[src/shared/qbio_pkg.sv]
// package of constants and carriers for the quasi-bidirectional port block
`default_nettype none
package qbio_pkg;
	localparam int                PORT_W     = 8;
	localparam int                NUM_PORTS  = 3;
	localparam logic [7:0]        LATCH_RST  = 8'hff;
	localparam logic [2:0]        FSEL_RST   = 3'h0;
	// port index on the core access bus, for byte writes, bit writes and reads
	localparam logic [1:0]        PORT_ONE   = 2'h0;
	localparam logic [1:0]        PORT_THREE = 2'h1;
	localparam logic [1:0]        PORT_FOUR  = 2'h2;

	// per-pin function select
	typedef enum logic [2:0] {
		QBIO_FN_GPIO,
		QBIO_FN_SERIAL,
		QBIO_FN_SPI,
		QBIO_FN_I2C,
		QBIO_FN_ADC,
		QBIO_FN_CA_OUT,
		QBIO_FN_CA_IN,
		QBIO_FN_TIMER_IN
	} qbio_fn_t;

	// pin driver controls, one bit per pin
	typedef struct packed {
		logic [23:0] low_drv;
		logic [23:0] high_drv;
		logic [23:0] pullup_en;
		logic [23:0] analog_en;
	} qbio_drv_t;

	// core access to the latches
	typedef struct packed {
		logic       byte_wr;
		logic       bit_wr;
		logic [1:0] port;
		logic [2:0] bit_sel;
		logic [7:0] wdata;
		logic       rmw_rd;
	} qbio_cpu_t;
endpackage : qbio_pkg
`default_nettype wire

[src/core/qbio_ports.sv]
// three quasi-bidirectional 8-bit ports with per-pin function routing
// ------------------------------------------------------------
// ------------------------------------------------------------
`default_nettype none
module qbio_ports (
	input  wire logic               sys_clk,
	input  wire logic               rst,
	input  wire qbio_pkg::qbio_cpu_t cpu,
	input  wire logic [71:0]        fn_sel,
	input  wire logic               fn_wr,
	input  wire logic [23:0]        alt_out,
	input  wire logic [23:0]        pin_in,
	input  wire logic [7:0]         bus_ad_out,
	input  wire logic               bus_ad_oe,
	input  wire logic               bus_rd_n,
	input  wire logic               bus_wr_n,
	input  wire logic               bus_fetch_n,
	input  wire logic               bus_ale,
	input  wire logic [7:0]         muxed_addr_data_bus_i,
	output logic [7:0]              rdata,
	output logic [23:0]             alt_in,
	output qbio_pkg::qbio_drv_t     drv,
	output logic [7:0]              muxed_addr_data_bus_o,
	output logic                    muxed_addr_data_bus_oe,
	output logic [7:0]              bus_ad_in,
	output logic [3:0]              bus_ctl_o
);
	// ------------------------------------------------------------
	// state
	// ------------------------------------------------------------
	typedef struct packed {
		logic [7:0]  port_one_latch;
		logic [7:0]  port_three_latch;
		logic [7:0]  port_four_latch;
		logic [71:0] fsel;
		logic [23:0] src_dly;
		logic [23:0] pin_m;
		logic [23:0] pin_s;
		logic [7:0]  bus_m;
		logic [7:0]  bus_s;
		logic [7:0]  rdata;
		logic [23:0] alt_in;
		qbio_pkg::qbio_drv_t drv;
		logic [7:0]  ad_o;
		logic        ad_oe;
		logic [7:0]  ad_in;
		logic [3:0]  ctl;
	} qbio_state_t;

	qbio_state_t st_reg;
	qbio_state_t st_next;

	// byte after a write or single-bit update of one latch
	function automatic logic [7:0] qbio_upd(
		input logic [7:0]          cur,
		input logic [1:0]          idx,
		input qbio_pkg::qbio_cpu_t c
	);
		logic [7:0] v;
		v = cur;
		if (c.port == idx) begin
			if (c.byte_wr) begin
				v = c.wdata;
			end else if (c.bit_wr) begin
				v[c.bit_sel] = c.wdata[0];
			end
		end
		return v;
	endfunction : qbio_upd

	// drive of one pin: low-side, high-side, pull-ups, analog switch
	typedef struct packed {
		logic low;
		logic high;
		logic pull;
		logic analog;
	} qbio_pin_drv_t;

	// ------------------------------------------------------------
	// pin function decode
	// ------------------------------------------------------------
	// function code of one pin out of the packed select word
	function automatic qbio_pkg::qbio_fn_t qbio_fn_of(
		input logic [71:0] sel,
		input int          pin
	);
		return qbio_pkg::qbio_fn_t'(sel[pin*3 +: 3]);
	endfunction : qbio_fn_of

	// gpio pins follow their latch, every other function its peripheral
	function automatic logic qbio_src_of(
		input qbio_pkg::qbio_fn_t f,
		input logic               latch_bit,
		input logic               alt_bit
	);
		logic s;
		s = alt_bit;
		if (f == qbio_pkg::QBIO_FN_GPIO) begin
			s = latch_bit;
		end
		return s;
	endfunction : qbio_src_of

	// driver mode fixed by the selected function
	function automatic qbio_pin_drv_t qbio_mode_drv(
		input qbio_pkg::qbio_fn_t f,
		input logic               s,
		input logic               r
	);
		qbio_pin_drv_t d;
		d = '0;
		unique case (f)
			qbio_pkg::QBIO_FN_GPIO, qbio_pkg::QBIO_FN_SERIAL,
			qbio_pkg::QBIO_FN_SPI: begin
				// quasi: strong low, one-clock kick high, weak hold
				d.low  = ~s;
				d.high = r;
				d.pull = s;
			end
			qbio_pkg::QBIO_FN_CA_OUT: begin
				d.low  = ~s;
				d.high = s;
			end
			qbio_pkg::QBIO_FN_I2C: begin
				// open drain, the bus keeps its own pull-up
				d.low = ~s;
			end
			qbio_pkg::QBIO_FN_ADC: begin
				// digital side fully off so the analog level is not loaded
				d.analog = 1'b1;
			end
			qbio_pkg::QBIO_FN_CA_IN, qbio_pkg::QBIO_FN_TIMER_IN: begin
				// quasi structure kept, pin never pulled low
				d.pull = 1'b1;
			end
		endcase
		return d;
	endfunction : qbio_mode_drv

	// ------------------------------------------------------------
	// read path
	// ------------------------------------------------------------
	// read-modify-write sees the latch, a plain read sees the pins
	function automatic logic [7:0] qbio_rd_byte(
		input logic       rmw,
		input logic [7:0] latch,
		input logic [7:0] pins
	);
		return rmw ? latch : pins;
	endfunction : qbio_rd_byte

	// ------------------------------------------------------------
	// reset image
	// ------------------------------------------------------------
	// latches all ones, every pin a gpio input
	function automatic qbio_state_t qbio_rst_image();
		qbio_state_t s;
		s                  = '0;
		s.port_one_latch   = qbio_pkg::LATCH_RST;
		s.port_three_latch = qbio_pkg::LATCH_RST;
		s.port_four_latch  = qbio_pkg::LATCH_RST;
		// delayed copy matches the latches, so no kick leaves reset
		s.src_dly          = '1;
		s.fsel             = {24{qbio_pkg::FSEL_RST}};
		s.pin_m            = '0;
		s.pin_s            = '0;
		s.bus_m            = '0;
		s.bus_s            = '0;
		s.rdata            = '0;
		s.alt_in           = '0;
		s.drv.low_drv      = '0;
		s.drv.high_drv     = '0;
		s.drv.pullup_en    = '1;
		s.drv.analog_en    = '0;
		s.ad_o             = '0;
		s.ad_oe            = 1'b0;
		s.ad_in            = '0;
		// bus strobes idle high, address latch idle low
		s.ctl              = 4'h7;
		return s;
	endfunction : qbio_rst_image

	logic [23:0] latch_all;
	logic [23:0] src;
	logic [23:0] rise;
	qbio_pkg::qbio_fn_t fn;
	qbio_pin_drv_t      pdv;

	always_comb begin
		st_next = st_reg;
		fn = qbio_pkg::QBIO_FN_GPIO;
		pdv = '0;
		// ------------------------------------------------------------
		// latches and function selects
		// ------------------------------------------------------------
		st_next.port_one_latch   = qbio_upd(st_reg.port_one_latch, qbio_pkg::PORT_ONE, cpu);
		st_next.port_three_latch = qbio_upd(st_reg.port_three_latch, qbio_pkg::PORT_THREE, cpu);
		st_next.port_four_latch  = qbio_upd(st_reg.port_four_latch, qbio_pkg::PORT_FOUR, cpu);
		if (fn_wr) begin
			st_next.fsel = fn_sel;
		end
		// pins pass two flops before any logic looks at them
		st_next.pin_m = pin_in;
		st_next.pin_s = st_reg.pin_m;
		st_next.bus_m = muxed_addr_data_bus_i;
		st_next.bus_s = st_reg.bus_m;
		// ------------------------------------------------------------
		// driver source per pin: latch for gpio, peripheral otherwise
		// ------------------------------------------------------------
		latch_all = {st_reg.port_four_latch, st_reg.port_three_latch, st_reg.port_one_latch};
		for (int i = 0; i < 24; i++) begin
			fn     = qbio_fn_of(st_reg.fsel, i);
			src[i] = qbio_src_of(fn, latch_all[i], alt_out[i]);
		end
		st_next.src_dly = src;
		rise = src & ~st_reg.src_dly;
		// ------------------------------------------------------------
		// pin drivers
		// ------------------------------------------------------------
		for (int i = 0; i < 24; i++) begin
			fn  = qbio_fn_of(st_reg.fsel, i);
			pdv = qbio_mode_drv(fn, src[i], rise[i]);
			st_next.drv.low_drv[i]   = pdv.low;
			st_next.drv.high_drv[i]  = pdv.high;
			st_next.drv.pullup_en[i] = pdv.pull;
			st_next.drv.analog_en[i] = pdv.analog;
		end
		st_next.alt_in = st_reg.pin_s;
		// ------------------------------------------------------------
		// core read path
		// ------------------------------------------------------------
		unique case (cpu.port)
			qbio_pkg::PORT_ONE: begin
				st_next.rdata = qbio_rd_byte(cpu.rmw_rd, st_reg.port_one_latch,
					st_reg.pin_s[7:0]);
			end
			qbio_pkg::PORT_THREE: begin
				st_next.rdata = qbio_rd_byte(cpu.rmw_rd, st_reg.port_three_latch,
					st_reg.pin_s[15:8]);
			end
			qbio_pkg::PORT_FOUR: begin
				st_next.rdata = qbio_rd_byte(cpu.rmw_rd, st_reg.port_four_latch,
					st_reg.pin_s[23:16]);
			end
			default: begin
				st_next.rdata = 8'h00;
			end
		endcase
		// ------------------------------------------------------------
		// dedicated bus ports; no gpio path, low address byte only
		// ------------------------------------------------------------
		st_next.ad_o  = bus_ad_out;
		st_next.ad_oe = bus_ad_oe;
		st_next.ad_in = st_reg.bus_s;
		st_next.ctl   = {bus_ale, bus_fetch_n, bus_wr_n, bus_rd_n};
		// ------------------------------------------------------------
		// reset
		// ------------------------------------------------------------
		if (rst) begin
			st_next = qbio_rst_image();
		end
	end

	always_ff @(posedge sys_clk) begin
		st_reg <= st_next;
	end

	// ------------------------------------------------------------
	// outputs, all straight from flops
	// ------------------------------------------------------------
	assign rdata                  = st_reg.rdata;
	assign alt_in                 = st_reg.alt_in;
	assign drv                    = st_reg.drv;
	assign muxed_addr_data_bus_o  = st_reg.ad_o;
	assign muxed_addr_data_bus_oe = st_reg.ad_oe;
	assign bus_ad_in              = st_reg.ad_in;
	assign bus_ctl_o              = st_reg.ctl;
endmodule : qbio_ports
`default_nettype wire

[config.mk]
export PLATFORM = sky130hd
export DESIGN_NAME = qbio_ports
export DESIGN_NICKNAME = d
export VERILOG_FILES = /design/src/shared/qbio_pkg.sv /design/src/core/qbio_ports.sv
export SDC_FILE = /design/constraint.sdc
export NUM_CORES = 1
export LEC_CHECK = 0
export BUFFER_PORTS_ARGS = -buffer_cell sky130_fd_sc_hd__buf_4
export CAP_MARGIN = 20
export CORE_AREA = 2 2 207 209
export DETAILED_ROUTE_END_ITERATION = 16
export DIE_AREA = 0 0 209 211
export MAX_ROUTING_LAYER = met4
export PLACE_DENSITY = 0.59
export RECOVER_POWER = 100
export SYNTH_ARGS = -nofsm -noshare
export SYNTH_HDL_FRONTEND = slang
export SYNTH_SLANG_ARGS = --single-unit
[constraint.sdc]
create_clock -name sys_clk -period 1.55 [get_ports sys_clk]
set_clock_uncertainty 0.2 [all_clocks]
set_input_delay 0 -clock sys_clk [delete_from_list [all_inputs] [get_ports sys_clk]]
set_output_delay 0 -clock sys_clk [all_outputs]
set_load 0.02 [all_outputs]
Word level (Yosys, flattened, before mapping)
Cells that the tools add are included.
{"block": "word_totals", "elab_cells": 501, "romBits": 0, "reg_bits": 333, "latchBits": 0, "out_inout_bits": 149, "ram_bits": 0, "n_memories": 0, "in_bits": 160}
{"block": "classes", "mul": 0, "addsub": 0, "muxes": 111, "div_mod_pow": 0, "bitwise_logic": 50, "n_eq_ne": 170, "n_reduce_logical": 126, "shift": 0, "magnitude_cmp": 2}
{"operator": "== test 3 bit (second input constant)", "count": 96}
{"operator": "== test 3 x 2 -> 1 bit (second input constant)", "count": 48}
{"operator": "OR reduction 5 bit", "count": 24}
{"operator": "case mux 1 bit (2 select lines)", "count": 48}
{"operator": "OR reduction 2 bit", "count": 48}
{"operator": "== test 3 x 1 -> 1 bit (second input constant)", "count": 24}
{"operator": "zero test 3 bit", "count": 24}
{"operator": "2-to-1 mux 8 bit", "count": 9}
{"operator": "OR reduction 3 bit", "count": 24}
{"operator": "2-to-1 mux 1 bit", "count": 49}
{"operator": "NOT 1 bit", "count": 48}
{"operator": "AND 24 bit", "count": 1}
{"operator": "bitwise mux 8 bit", "count": 3}
{"operator": "NOT 24 bit", "count": 1}
{"operator": "case mux 8 bit (3 select lines)", "count": 1}
{"operator": "AND reduction 2 bit", "count": 3}
{"operator": "less-than comparator 3 x 4 -> 1 bit (second input constant)", "count": 1}
{"operator": "demux 1 bit (select 3 bit)", "count": 1}
{"operator": ">= comparator 3 x 1 -> 1 bit (second input constant)", "count": 1}
{"operator": "== test 2 x 1 -> 1 bit (second input constant)", "count": 1}
{"operator": "== test 2 bit (second input constant)", "count": 1}
{"operator": "zero test 2 bit", "count": 1}
{"operator": "nonzero test 2 bit", "count": 1}
{"operator": "logical AND 1 bit", "count": 1}

Logic depth before layout (Yosys ltp)
Gate-level depths: netlist of the first run.
{"block": "depth", "word_depth": 7, "ltp_mapped": 6, "ltp_nobuf": 4}

Worst setup path before layout of the first run
No wires, ideal clock.
{"block": "synth_path", "kind": "register -> register", "startpoint": "register st_reg[260] in the netlist's numbering", "endpoint": "register st_reg, in the netlist drv[55]", "n_path_buf": 1, "setup_ps": 78, "arrival_ps": 991, "synth_period_minus_slack_ps": 1269, "required_ps": 1272, "path_stages_with_launch": 5, "slack_ps": 281, "cell_sequence": "dfxtp_1 clkbuf_1 nor2_1 o32a_1 nor3_1"}
{"block": "synth_between", "elab_chain_len": 4, "elab_cells_between_ends": 8, "classes_between": "eq/ne (3); mux (2); bitwise (1); reduce/logical (2)"}
{"item": "from (decl)", "line_no": "qbio_ports.sv:50", "text": "qbio_state_t st_reg;"}
{"item": "from (signal assigned)", "line_no": "qbio_ports.sv:265", "text": "st_reg <= st_next;"}
{"item": "zero test 3 bit", "line_no": "qbio_ports.sv:98, qbio_ports.sv:112"}
{"item": "2-to-1 mux 1 bit", "line_no": "qbio_ports.sv:98", "text": "if (f == qbio_pkg::QBIO_FN_GPIO) begin"}
{"item": "AND 24 bit", "line_no": "qbio_ports.sv:216", "text": "rise = src & ~st_reg.src_dly;"}
{"item": "case mux 1 bit (2 select lines) *", "line_no": "qbio_ports.sv:112", "text": "unique case (f)"}
Every way passes the cells marked *; elsewhere a longest branch is shown, timed or not.
A chain may end at the register's enable or synchronous reset.

Worst setup path after layout of the first run
{"block": "layout_path", "startpoint": "input port cpu[1] in the netlist's numbering", "endpoint": "register st_reg, in the netlist latch_all[19]"}
{"block": "layout_between", "elab_chain_len": 3}
{"item": "from (decl)", "line_no": "qbio_ports.sv:8", "text": "input wire qbio_pkg::qbio_cpu_t cpu,"}
{"item": "bitwise mux 8 bit", "line_no": "qbio_ports.sv:65", "text": "v[c.bit_sel] = c.wdata[0];"}
{"item": "2-to-1 mux 8 bit", "line_no": "qbio_ports.sv:64", "text": "end else if (c.bit_wr) begin"}
{"item": "2-to-1 mux 8 bit", "line_no": "qbio_ports.sv:62", "text": "if (c.byte_wr) begin"}
No other way between the ends. The select of a mux whose other input is x is not followed.

==> run_results.csv, run 1 <==
group,metric,value,unit
run_status,outcome,"finished, violations left",
run_status,violations,"hold timing",
setup_path,end_kind,"flip-flop",
final_layout,fill_cells,4062,
hold_path,min_from,"cpu[13]",
hold_path,hold_depth,3,
power_and_ir_drop,switching_share,25.5,%
setup_path,cpMaxStageDelayCell,"dlygate4sd3_1",
drt,vias_per_cell,4.72,
synth,synth_edf_count,0,
clocking,cts_root_buf,"clkbuf_16",
placement,place_congestion,0.839,
synth,ys_seq_area_share,48.6,%
sta,period_share,97.5,%
setup_path,crit_family,"buffers and inverters",
synth,netlist_instances,1512,
synth,yosys.area_share.adder,0,%
clocking,clk_pin_slew,0.06,ns
sta,max_slew_margin,51.5,%
drt,vias,11800,
synth,synth_xor_area_share,0,%
sta,worst_pin_slew,0.728,ns
setup_path,worstPathRequired,1.78,ns
die,dieWidth,209,µm
final_layout,nets,2077,
sta,rsz0062_at_grt,"false",
flow_run,cap_violations,0,
setup_path,worstPathCellList,"dlygate4sd3_1, buf_4, nand3_1, dlygate4sd3_1, o211ai_1",
setup_path,r2r-start,"st_reg[301]",
sta,hold_viol,30,
clocking,cts_max_path_buffers,3,
drt,drc,0,
synth,synth_compound_area_share,12.5,%
hold_path,hold_path_end,"rdata[2]",
final_layout,drive_gt1_share,16.5,%
die,start_util,32.9,%
setup_path,reg2regPathDepth,3,
clocking,clkSinkCount,333,
drt,ant_nets,0,
die,die_h,211,µm
placement,pre_cts_slack,0.120,ns
clocking,cts_buffers,39,
power_and_ir_drop,intPower,16400,µW
synth,synthSimpleGateAreaFrac,19.2,%
setup_path,r2r_setup_slack,0.04,ns
global_routing,grt_pass1_vias,11500,
sta,finalSetupTns,0,ns
setup_path,cp_max_fo,6,
clocking,htreeDepth,2,
sta,worst_slack,0.0380,ns
synth,synth-main-ff-cell,"dfxtp_1",
final_layout,largest_reg_flops,157,
power_and_ir_drop,p_leak,0.00776,µW
sta,hold_slack,-0.302,ns
global_routing,antenna_found_initial,1,
global_routing,grt_overflow,0,
sta,maxSlewViolCount,0,
die,top_level_ports,309,
synth,synth.avg_cell_area,9.07,µm²
synth,async_flop_share,0,%
setup_path,crit_type,"input pin to flip-flop",
clocking,cts_tree,"built",
die,core,41800,µm²
setup_path,worst_ep_arrival_time,1.75,ns
clocking,clock_latency,0.55,ns
power_and_ir_drop,p_sw,5610,µW
power_and_ir_drop,seqPwrFrac,43.3,%
setup_path,timing.rr.end,"st_reg[301]",
synth,yosysWarnings,0,
drt,wl,40500,µm
final_layout,area_growth_syn_to_layout,39.6,%
synth,synth_top_family_by_area,"simple AND/OR/NAND/NOR gates",
power_and_ir_drop,irDropWorstVdd,0.709,mV
synth,synth_cell_types,40,
die,die-area,44100,µm²
power_and_ir_drop,comb_power_share,13.9,%
drt,routedWlPerCell,16.3,µm
global_routing,track_usage,18.4,%
synth,synthMuxAreaShare,6.94,%
placement,io_buffers,308,
power_and_ir_drop,power_density,1150,nW/µm²
synth,syn-num-nets,1672,
setup_path,cp_slowest_stage_delay,0.63,ns
global_routing,grt_max_degree,72,
placement,post-dp-hpwl,26900,µm
power_and_ir_drop,power.share.clock,42.8,%
setup_path,startpoint_type,"input pin",
synth,ys_seq_elements,333,
sta,fmax,661,MHz
sta,setup-violations-final,0,
setup_path,crit_path_frequent_cell,"dlygate4sd3_1",
setup_path,cp.buffers_inverters,3,
synth,netlist_area,13700,µm²
global_routing,grt_pass1_wl,61900,µm
drt,first_pass_iters,7,
drt,drt-initial-drc-count,620,
hold_path,min_path_type,"input pin to flip-flop",
sta,fin_crit,1.51,ns
die,rows,75,
setup_path,crit_start,"cpu[1]",
## per-layer routing
layer | vias up | wire length (µm) | GRT usage, %
met4 | 0 | 1090 | 6.77
met3 | 64 | 2620 | 4.36
met1 | 5538 | 17400 | 21.5
met2 | 346 | 19400 | 30.9
li1 | 5802 | - | -
met5 | - | 0 | -
## logic make-up after synthesis
| group | Yosys count |
|---|---|
| buf+inv | 304 |
| compound gates | 286 |
| simple gates | 496 |
| flops | 333 |
| mux | 93 |
## cells in the mapped netlist, drive strengths merged (29+ instances only)
| cell | number | area (µm²) |
|---|---|---|
| nor3b | 47 | 358 |
| o211ai | 43 | 323 |
| a31oi | 34 | 213 |
| o21ai | 52 | 268 |
| a21oi | 129 | 646 |
| nand2 | 79 | 297 |
| dfxtp | 333 | 6670 |
| nand2b | 32 | 200 |
| nor2b | 109 | 689 |
| mux2i | 85 | 851 |
| nor2 | 135 | 514 |
| inv | 29 | 109 |
| clkbuf | 94 | 353 |
| nor3 | 53 | 265 |
| buf | 181 | 1280 |
## per-stage QoR
stage	power [µW]	util, %	area [µm²]	instances
2_1_floorplan	11400	-	13700	1512
3_3_place_gp	12300	37.1	15500	2127
3_5_place_dp	12300	37.1	15500	2127
4_1_cts	22500	47.1	19700	2483
5_1_grt	23000	45.9	19100	2487
6_report	22000	45.9	19200	2488
## final cells by class
class                           count  area [µm²]  area share [%]
Clock inverter                     18         219            1.14
Timing Repair Buffer              639        5000            26.1
Sequential cell                   333        6730            35.1
Antenna cell                        2        5.00          0.0261
Clock buffer                       53        1110            5.79
Tap cell                          539         674            3.52
Multi-Input combinational cell    875        5300            27.7
Inverter                           29         109           0.568
## worst max-delay path by stage
stage,endpoint,slack (ns),depth (start not counted)
after floorplan,drv[55],0.28,4
after global placement,drv[57],0.15,4
after detailed placement,drv[57],0.12,4
after CTS,latch_all[18],0.001,5
after global routing,st_reg[298],0.002,3
final,latch_all[19],0.04,5
## timing repair
action / in CTS / in global routing
hold buffers: 285 / 3
setup buffers: 0 / 0
endpoints found under the hold margin: 321 / 31
setup endpoints to repair: 0 / 55
resized for setup: 0 / 54
## power by group through the flow
stage | Clock [µW] | Combinational [µW] | Sequential [µW]
floorplan | 0 | 2060 | 9370
global placement | 0 | 2590 | 9670
detailed placement | 0 | 2620 | 9690
CTS | 9700 | 3250 | 9500
global route | 10100 | 3350 | 9590
finish | 9410 | 3060 | 9520
## worst reg2reg max path, cell delays in order, from the launching register on
cell and delay (ns):
dfxtp_1 0.49, mux2i_1 0.11, dlygate4sd3_1 0.57, nor2_1 0.08
## cells in the final DEF, fill, tap and decap left out, types with 32 or more instances in the layout
cell,instances
dlygate4sd3_1,284
dfxtp_1,281
clkbuf_1,170
buf_4,149
nor2_1,134
a21oi_1,129
nor2b_1,108
mux2i_1,85
nand2_1,79
nor3_1,53
dfxtp_2,52
o21ai_0,48
nor3b_1,46
o211ai_1,43
clkbuf_16,39
a31oi_1,34
nand2b_1,32
Power figures use the tool's default switching activity.
==> run 2: changes to the inputs <==
- CORE_AREA: 2 2 207 209 -> 2 2 229 231
- DIE_AREA: 0 0 209 211 -> 0 0 231 233
- PLACE_DENSITY: 0.59 -> 0.51
==> run 2 against run 1 <==
- the run still ends with hold timing left
- fmax up 0.72%
- final cell count up 7.7%
- core utilization down 7.2 points
- worst hold slack worse by 0.018 ns
- flip-flop and latch count unchanged
- first-iteration DRC count up 3.4%
- via count up 1.4%
- die area up 22%
- routed wire length up 6.5%
- power down 2.1%
- sequential share of layout area down 1.2 points
- design area up 3.0%
- largest cell class unchanged
- largest power group unchanged
==> run_results.csv, run 2 (same netlist as run 1, synthesis figures left out) <==
group,metric,value,unit
run_status,outcome,"finished, violations left",
run_status,violations,"hold timing",
global_routing,grt_max_degree,95,
sta,fin_crit,1.50,ns
final_layout,layout_common_cells,"335 x dlygate4sd3_1, 302 x dfxtp_1, 165 x clkbuf_1",
sta,finalSetupTns,0,ns
clocking,cts_root_buf,"clkbuf_16",
sta,hold_viol,88,
setup_path,crit_type,"flip-flop to flip-flop",
final_layout,drive_gt1_share,15.2,%
sta,setup-violations-final,0,
setup_path,crit_family,"buffers and inverters",
setup_path,cp_max_fo,9,
setup_path,cp.buffers_inverters,1,
final_layout,largest_reg_flops,157,
global_routing,grt_pass1_wl,65200,µm
hold_path,hold_depth,3,
drt,vias_per_cell,4.45,
drt,vias,11900,
clocking,clk_pin_slew,0.06,ns
setup_path,worst_ep_arrival_time,1.80,ns
sta,hold_slack,-0.320,ns
die,core,51100,µm²
setup_path,cpMaxStageDelayCell,"dlygate4sd3_1",
clocking,cts_max_path_buffers,3,
final_layout,nets,2128,
power_and_ir_drop,irDropWorstVdd,0.701,mV
clocking,clkSinkCount,333,
power_and_ir_drop,power_density,1090,nW/µm²
sta,maxSlewViolCount,0,
die,die-area,53800,µm²
final_layout,final_area,19700,µm²
global_routing,antenna_found_initial,3,
setup_path,startpoint_type,"flip-flop",
die,top_level_ports,309,
sta,period_share,96.9,%
drt,routedWlPerCell,16.1,µm
final_layout,final_common_cell,"dlygate4sd3_1",
drt,drt-initial-drc-count,641,
setup_path,end_kind,"flip-flop",
placement,io_buffers,308,
hold_path,min_path_type,"input pin to flip-flop",
clocking,post_cts_buffers,0,
sta,worst_pin_slew,0.984,ns
clocking,clock_latency,0.56,ns
drt,ant_nets,0,
global_routing,grt_pass1_vias,11800,
placement,placed_area,15600,µm²
placement,post-dp-hpwl,28800,µm
power_and_ir_drop,p_leak,0.00807,µW
die,die_h,233,µm
setup_path,reg2regPathDepth,3,
drt,first_pass_iters,5,
final_layout,area_growth_syn_to_layout,43.8,%
setup_path,cp_slowest_stage_delay,0.57,ns
die,dieWidth,231,µm
power_and_ir_drop,finalPower,21500,µW
flow_run,cap_violations,0,
die,start_util,26.9,%
sta,fmax,666,MHz
drt,wl,43200,µm
clocking,htreeDepth,2,
clocking,cts_buffers,40,
sta,rsz0062_at_grt,"false",
setup_path,path_depth,3,
drt,drc,0,
clocking,cts_tree,"built",
global_routing,grt_overflow,0,
setup_path,worstPathRequired,1.85,ns
sta,max_slew_margin,34.4,%
setup_path,worstPathCellList,"mux2i_1, dlygate4sd3_1, nor2_1",
placement,place_congestion,0.815,
die,rows,83,
global_routing,track_usage,16.1,%
run 2: worst register-to-register path, stage by stage, from the launching register on:
cell and delay [ns]:
dfxtp_1 0.48, mux2i_1 0.11, dlygate4sd3_1 0.57, nor2_1 0.08
run 2: worst paths after layout:
path | startpoint | slack (ns) | end
setup / recovery | st_reg[304] | 0.05 | st_reg[304]
hold / removal | cpu[13] | -0.32 | rdata[2]
setup reg to reg | st_reg[304] | 0.05 | st_reg[304]
hold reg to reg | st_reg[210] | 0.24 | st_reg[186]
run 2: layer usage:
metal  global-route usage, %  up-vias  part of all wire [%]
met4                    5.34        0                   2.7
li1                        -     5900                     -
met5                       -        -                     0
met3                    4.06       64                   6.6
met2                    26.5      333                    47
met1                    19.2     5613                    43
run 2: power by group:
| part | switching [µW] | leakage [µW] | internal [µW] |
|---|---|---|---|
| registers | 443 | 0.00275 | 9090 |
| clock network | 3790 | 0.000606 | 5100 |
| logic | 1490 | 0.00471 | 1620 |
run 2: metrics by stage:
step / cells / hold WS [ns] / util [%] / setup slack, ns
after floorplan: 1512 / -0.0962 / - / 0.281
after global placement: 2266 / -0.0133 / 30.6 / 0.0424
after detailed placement: 2266 / -0.0122 / 30.6 / 0.0703
after CTS: 2670 / -0.354 / 39.7 / 0.00710
after global routing: 2676 / -0.336 / 38.6 / 0.0106
final: 2679 / -0.320 / 38.6 / 0.0488
run 2: final cells by class:
class	count	area, µm²
fillers	5147	31400
inverters	29	109
multi-input cells	875	5300
diodes	6	15.0
repair buffers	689	5530
flip-flops and latches	333	6710
well taps	680	851
clock buffers	55	1130
clock inverters	12	96.3
run 2: repair_timing:
action                                 in CTS  in global routing
gates resized for setup                     0                 35
setup endpoints to repair                   0                 56
endpoints found under the hold margin     310                 89
hold buffers                              337                  4
==> run 3: changes to the inputs <==
--- a/config.mk
+++ b/config.mk
@@ -9,4 +9,5 @@
 export CAP_MARGIN = 20
 export CORE_AREA = 2 2 229 231
+export CTS_CLUSTER_DIAMETER = 200
 export DETAILED_ROUTE_END_ITERATION = 16
 export DIE_AREA = 0 0 231 233
==> constraint.sdc (replaced) <==
create_clock -name sys_clk -period 1.55 [get_ports sys_clk]
set_clock_uncertainty 0.2 [all_clocks]
set_input_delay 0.31 -clock sys_clk [delete_from_list [all_inputs] [get_ports sys_clk]]
set_output_delay 0.31 -clock sys_clk [all_outputs]
set_load 0.02 [all_outputs]
==> run 3 against run 2 <==
- the run ends with setup timing left
- global-route usage shrank 0.63 points
- first-iteration DRC count is 16% higher
- worst hold slack better by 0.35 ns
- register-to-register slack is essentially flat
- sequential power up 0.7%
- core utilization barely moved
- non-clock buffer count is 132 lower
- routed wire length down 3.4%
- worst setup slack got worse by 0.12 ns
- sequential share of layout area increased by 0.82 points
- via count down 5.0%
- power grew 2.7%
==> run_results.csv, run 3 (same netlist as run 1, synthesis figures left out) <==
group,metric,value,unit
drt,first_pass_iters,5,
power_and_ir_drop,power_density,1120,nW/µm²
clocking,clk_pin_slew,0.06,ns
final_layout,fill_cells,5043,
die,top_level_ports,309,
global_routing,grt_max_degree,63,
setup_path,cpMaxStageDelayCell,"dlygate4sd3_1",
sta,worst_pin_slew,0.692,ns
sta,hold_slack,0.0326,ns
power_and_ir_drop,p_leak,0.00827,µW
sta,rsz0062_at_grt,"true",
final_layout,final_core_util,38.6,%
clocking,cts_tree,"built",
hold_path,min_path_type,"input pin to flip-flop",
setup_path,worstPathCellList,"dlygate4sd3_1, buf_4, inv_2, nor3_1, nand3_1, o211ai_1",
sta,setup-violations-final,7,
sta,max_slew_margin,53.8,%
setup_path,r2r-start,"st_reg[237]",
final_layout,largest_reg_flops,157,
clocking,clkSinkCount,333,
die,die-area,53800,µm²
final_layout,final_common_cell,"dlygate4sd3_1",
die,rows,83,
clocking,cts_root_buf,"clkbuf_16",
setup_path,crit_start,"cpu[9]",
final_layout,area_growth_syn_to_layout,43.8,%
drt,routedWlPerCell,16.4,µm
run_status,violations,"setup timing",
setup_path,worstPathRequired,1.83,ns
sta,period_share,105,%
setup_path,worst_ep_arrival_time,1.91,ns
final_layout,layout_common_cells,"185 x dlygate4sd3_1, 182 x buf_4, 173 x dfxtp_1",
clocking,post_cts_buffers,0,
sta,worst_slack,-0.0723,ns
clocking,cts_max_path_buffers,3,
run_status,outcome,"finished, violations left",
setup_path,cp_max_fo,7,
hold_path,hold_path_end,"st_reg[288]",
global_routing,antenna_found_initial,4,
clocking,htreeDepth,2,
global_routing,grt_overflow,0,
hold_path,hold_depth,3,
drt,drc,0,
final_layout,final_area,19700,µm²
drt,drt-initial-drc-count,744,
global_routing,track_usage,15.5,%
sta,maxSlewViolCount,0,
die,start_util,26.9,%
drt,vias,11300,
clocking,clock_latency,0.57,ns
setup_path,reg2regPathDepth,3,
sta,fmax,616,MHz
hold_path,min_from,"rst",
clocking,cts_buffers,39,
final_layout,nets,1995,
setup_path,cp_slowest_stage_delay,0.58,ns
die,dieWidth,231,µm
setup_path,timing.rr.end,"st_reg[237]",
drt,vias_per_cell,4.44,
placement,place_congestion,0.799,
setup_path,cp.buffers_inverters,3,
global_routing,grt_pass1_wl,62100,µm
sta,finalSetupTns,-0.249,ns
drt,wl,41700,µm
power_and_ir_drop,irDropWorstVdd,0.802,mV
flow_run,cap_violations,0,
drt,ant_nets,0,
setup_path,end_kind,"flip-flop",
placement,io_buffers,308,
placement,placed_area,15900,µm²
setup_path,crit_family,"buffers and inverters",
final_layout,drive_gt1_share,32.1,%
die,die_h,233,µm
global_routing,grt_pass1_vias,10800,
setup_path,r2r_setup_slack,0.04,ns
sta,hold_viol,0,
sta,fin_crit,1.62,ns
setup_path,startpoint_type,"input pin",
placement,post-dp-hpwl,28900,µm
die,core,51100,µm²
setup_path,crit_type,"input pin to flip-flop",
==> run 3: changes by cell type in the layout (fill, tap and decap cells not counted), sizes merged <==
cell and change:
inv -2, diode -2, buf +203, clkbuf -191, clkinvlp +2, bufinv +3, dlygate4sd3 -150, clkinv +5
==> run 3: worst max path at each step <==
stage	endpoint	slack (ns)	depth (start not counted)
5_1_grt	latch_all[5]	-0.08	7
2_1_floorplan	latch_all[3]	0.10	6
3_3_place_gp	latch_all[5]	0.02	6
4_1_cts	rdata[4]	-0.05	1
3_5_place_dp	latch_all[19]	-0.01	6
6_report	latch_all[23]	-0.07	6
==> run 3: tightest hold or removal path: stages <==
cell and delay (ns):
clkbuf_8 0.14, buf_12 0.17, nor2_1 0.11
==> run 3: area by class of cell <==
class | count | area [µm²] | area share, %
well taps | 680 | 851 | 4.31
inverters | 29 | 109 | 0.552
clock buffers | 49 | 1050 | 5.34
clock inverters | 20 | 255 | 1.29
multi-input cells | 875 | 5320 | 27.0
flip-flops and latches | 333 | 6870 | 34.8
diodes | 4 | 10.0 | 0.0507
repair buffers | 557 | 5270 | 26.7
==> run 3: per-layer routing <==
metal	vias to the layer above	global-route usage, %	wire (µm)
li1	5654	-	-
met1	5293	18.8	18100
met2	309	24.8	19600
met3	60	4.34	2990
met4	0	4.74	961
met5	-	-	0
==> run 3: power breakdown <==
| group | internal, µW | leakage (µW) | total (µW) | switching [µW] |
|---|---|---|---|---|
| clock network | 5410 | 0.000635 | 9320 | 3910 |
| registers | 9130 | 0.00279 | 9600 | 477 |
| logic | 1740 | 0.00485 | 3190 | 1450 |
==> run 3: repair_timing <==
item / in CTS / in global routing
endpoints found under the setup margin: 139 / 158
hold buffers: 185 / 0
gates resized for setup: 271 / 42
hold endpoints to repair: 243 / 0
==> run 3: through the flow <==
| step | power [µW] | setup WS [ns] | instances |
|---|---|---|---|
| 2_1_floorplan | 11400 | 0.101 | 1512 |
| 3_3_place_gp | 12400 | 0.0216 | 2289 |
| 3_5_place_dp | 12400 | -0.0115 | 2289 |
| 4_1_cts | 22500 | -0.0545 | 2543 |
| 5_1_grt | 23100 | -0.0789 | 2547 |
| 6_report | 22100 | -0.0723 | 2547 |
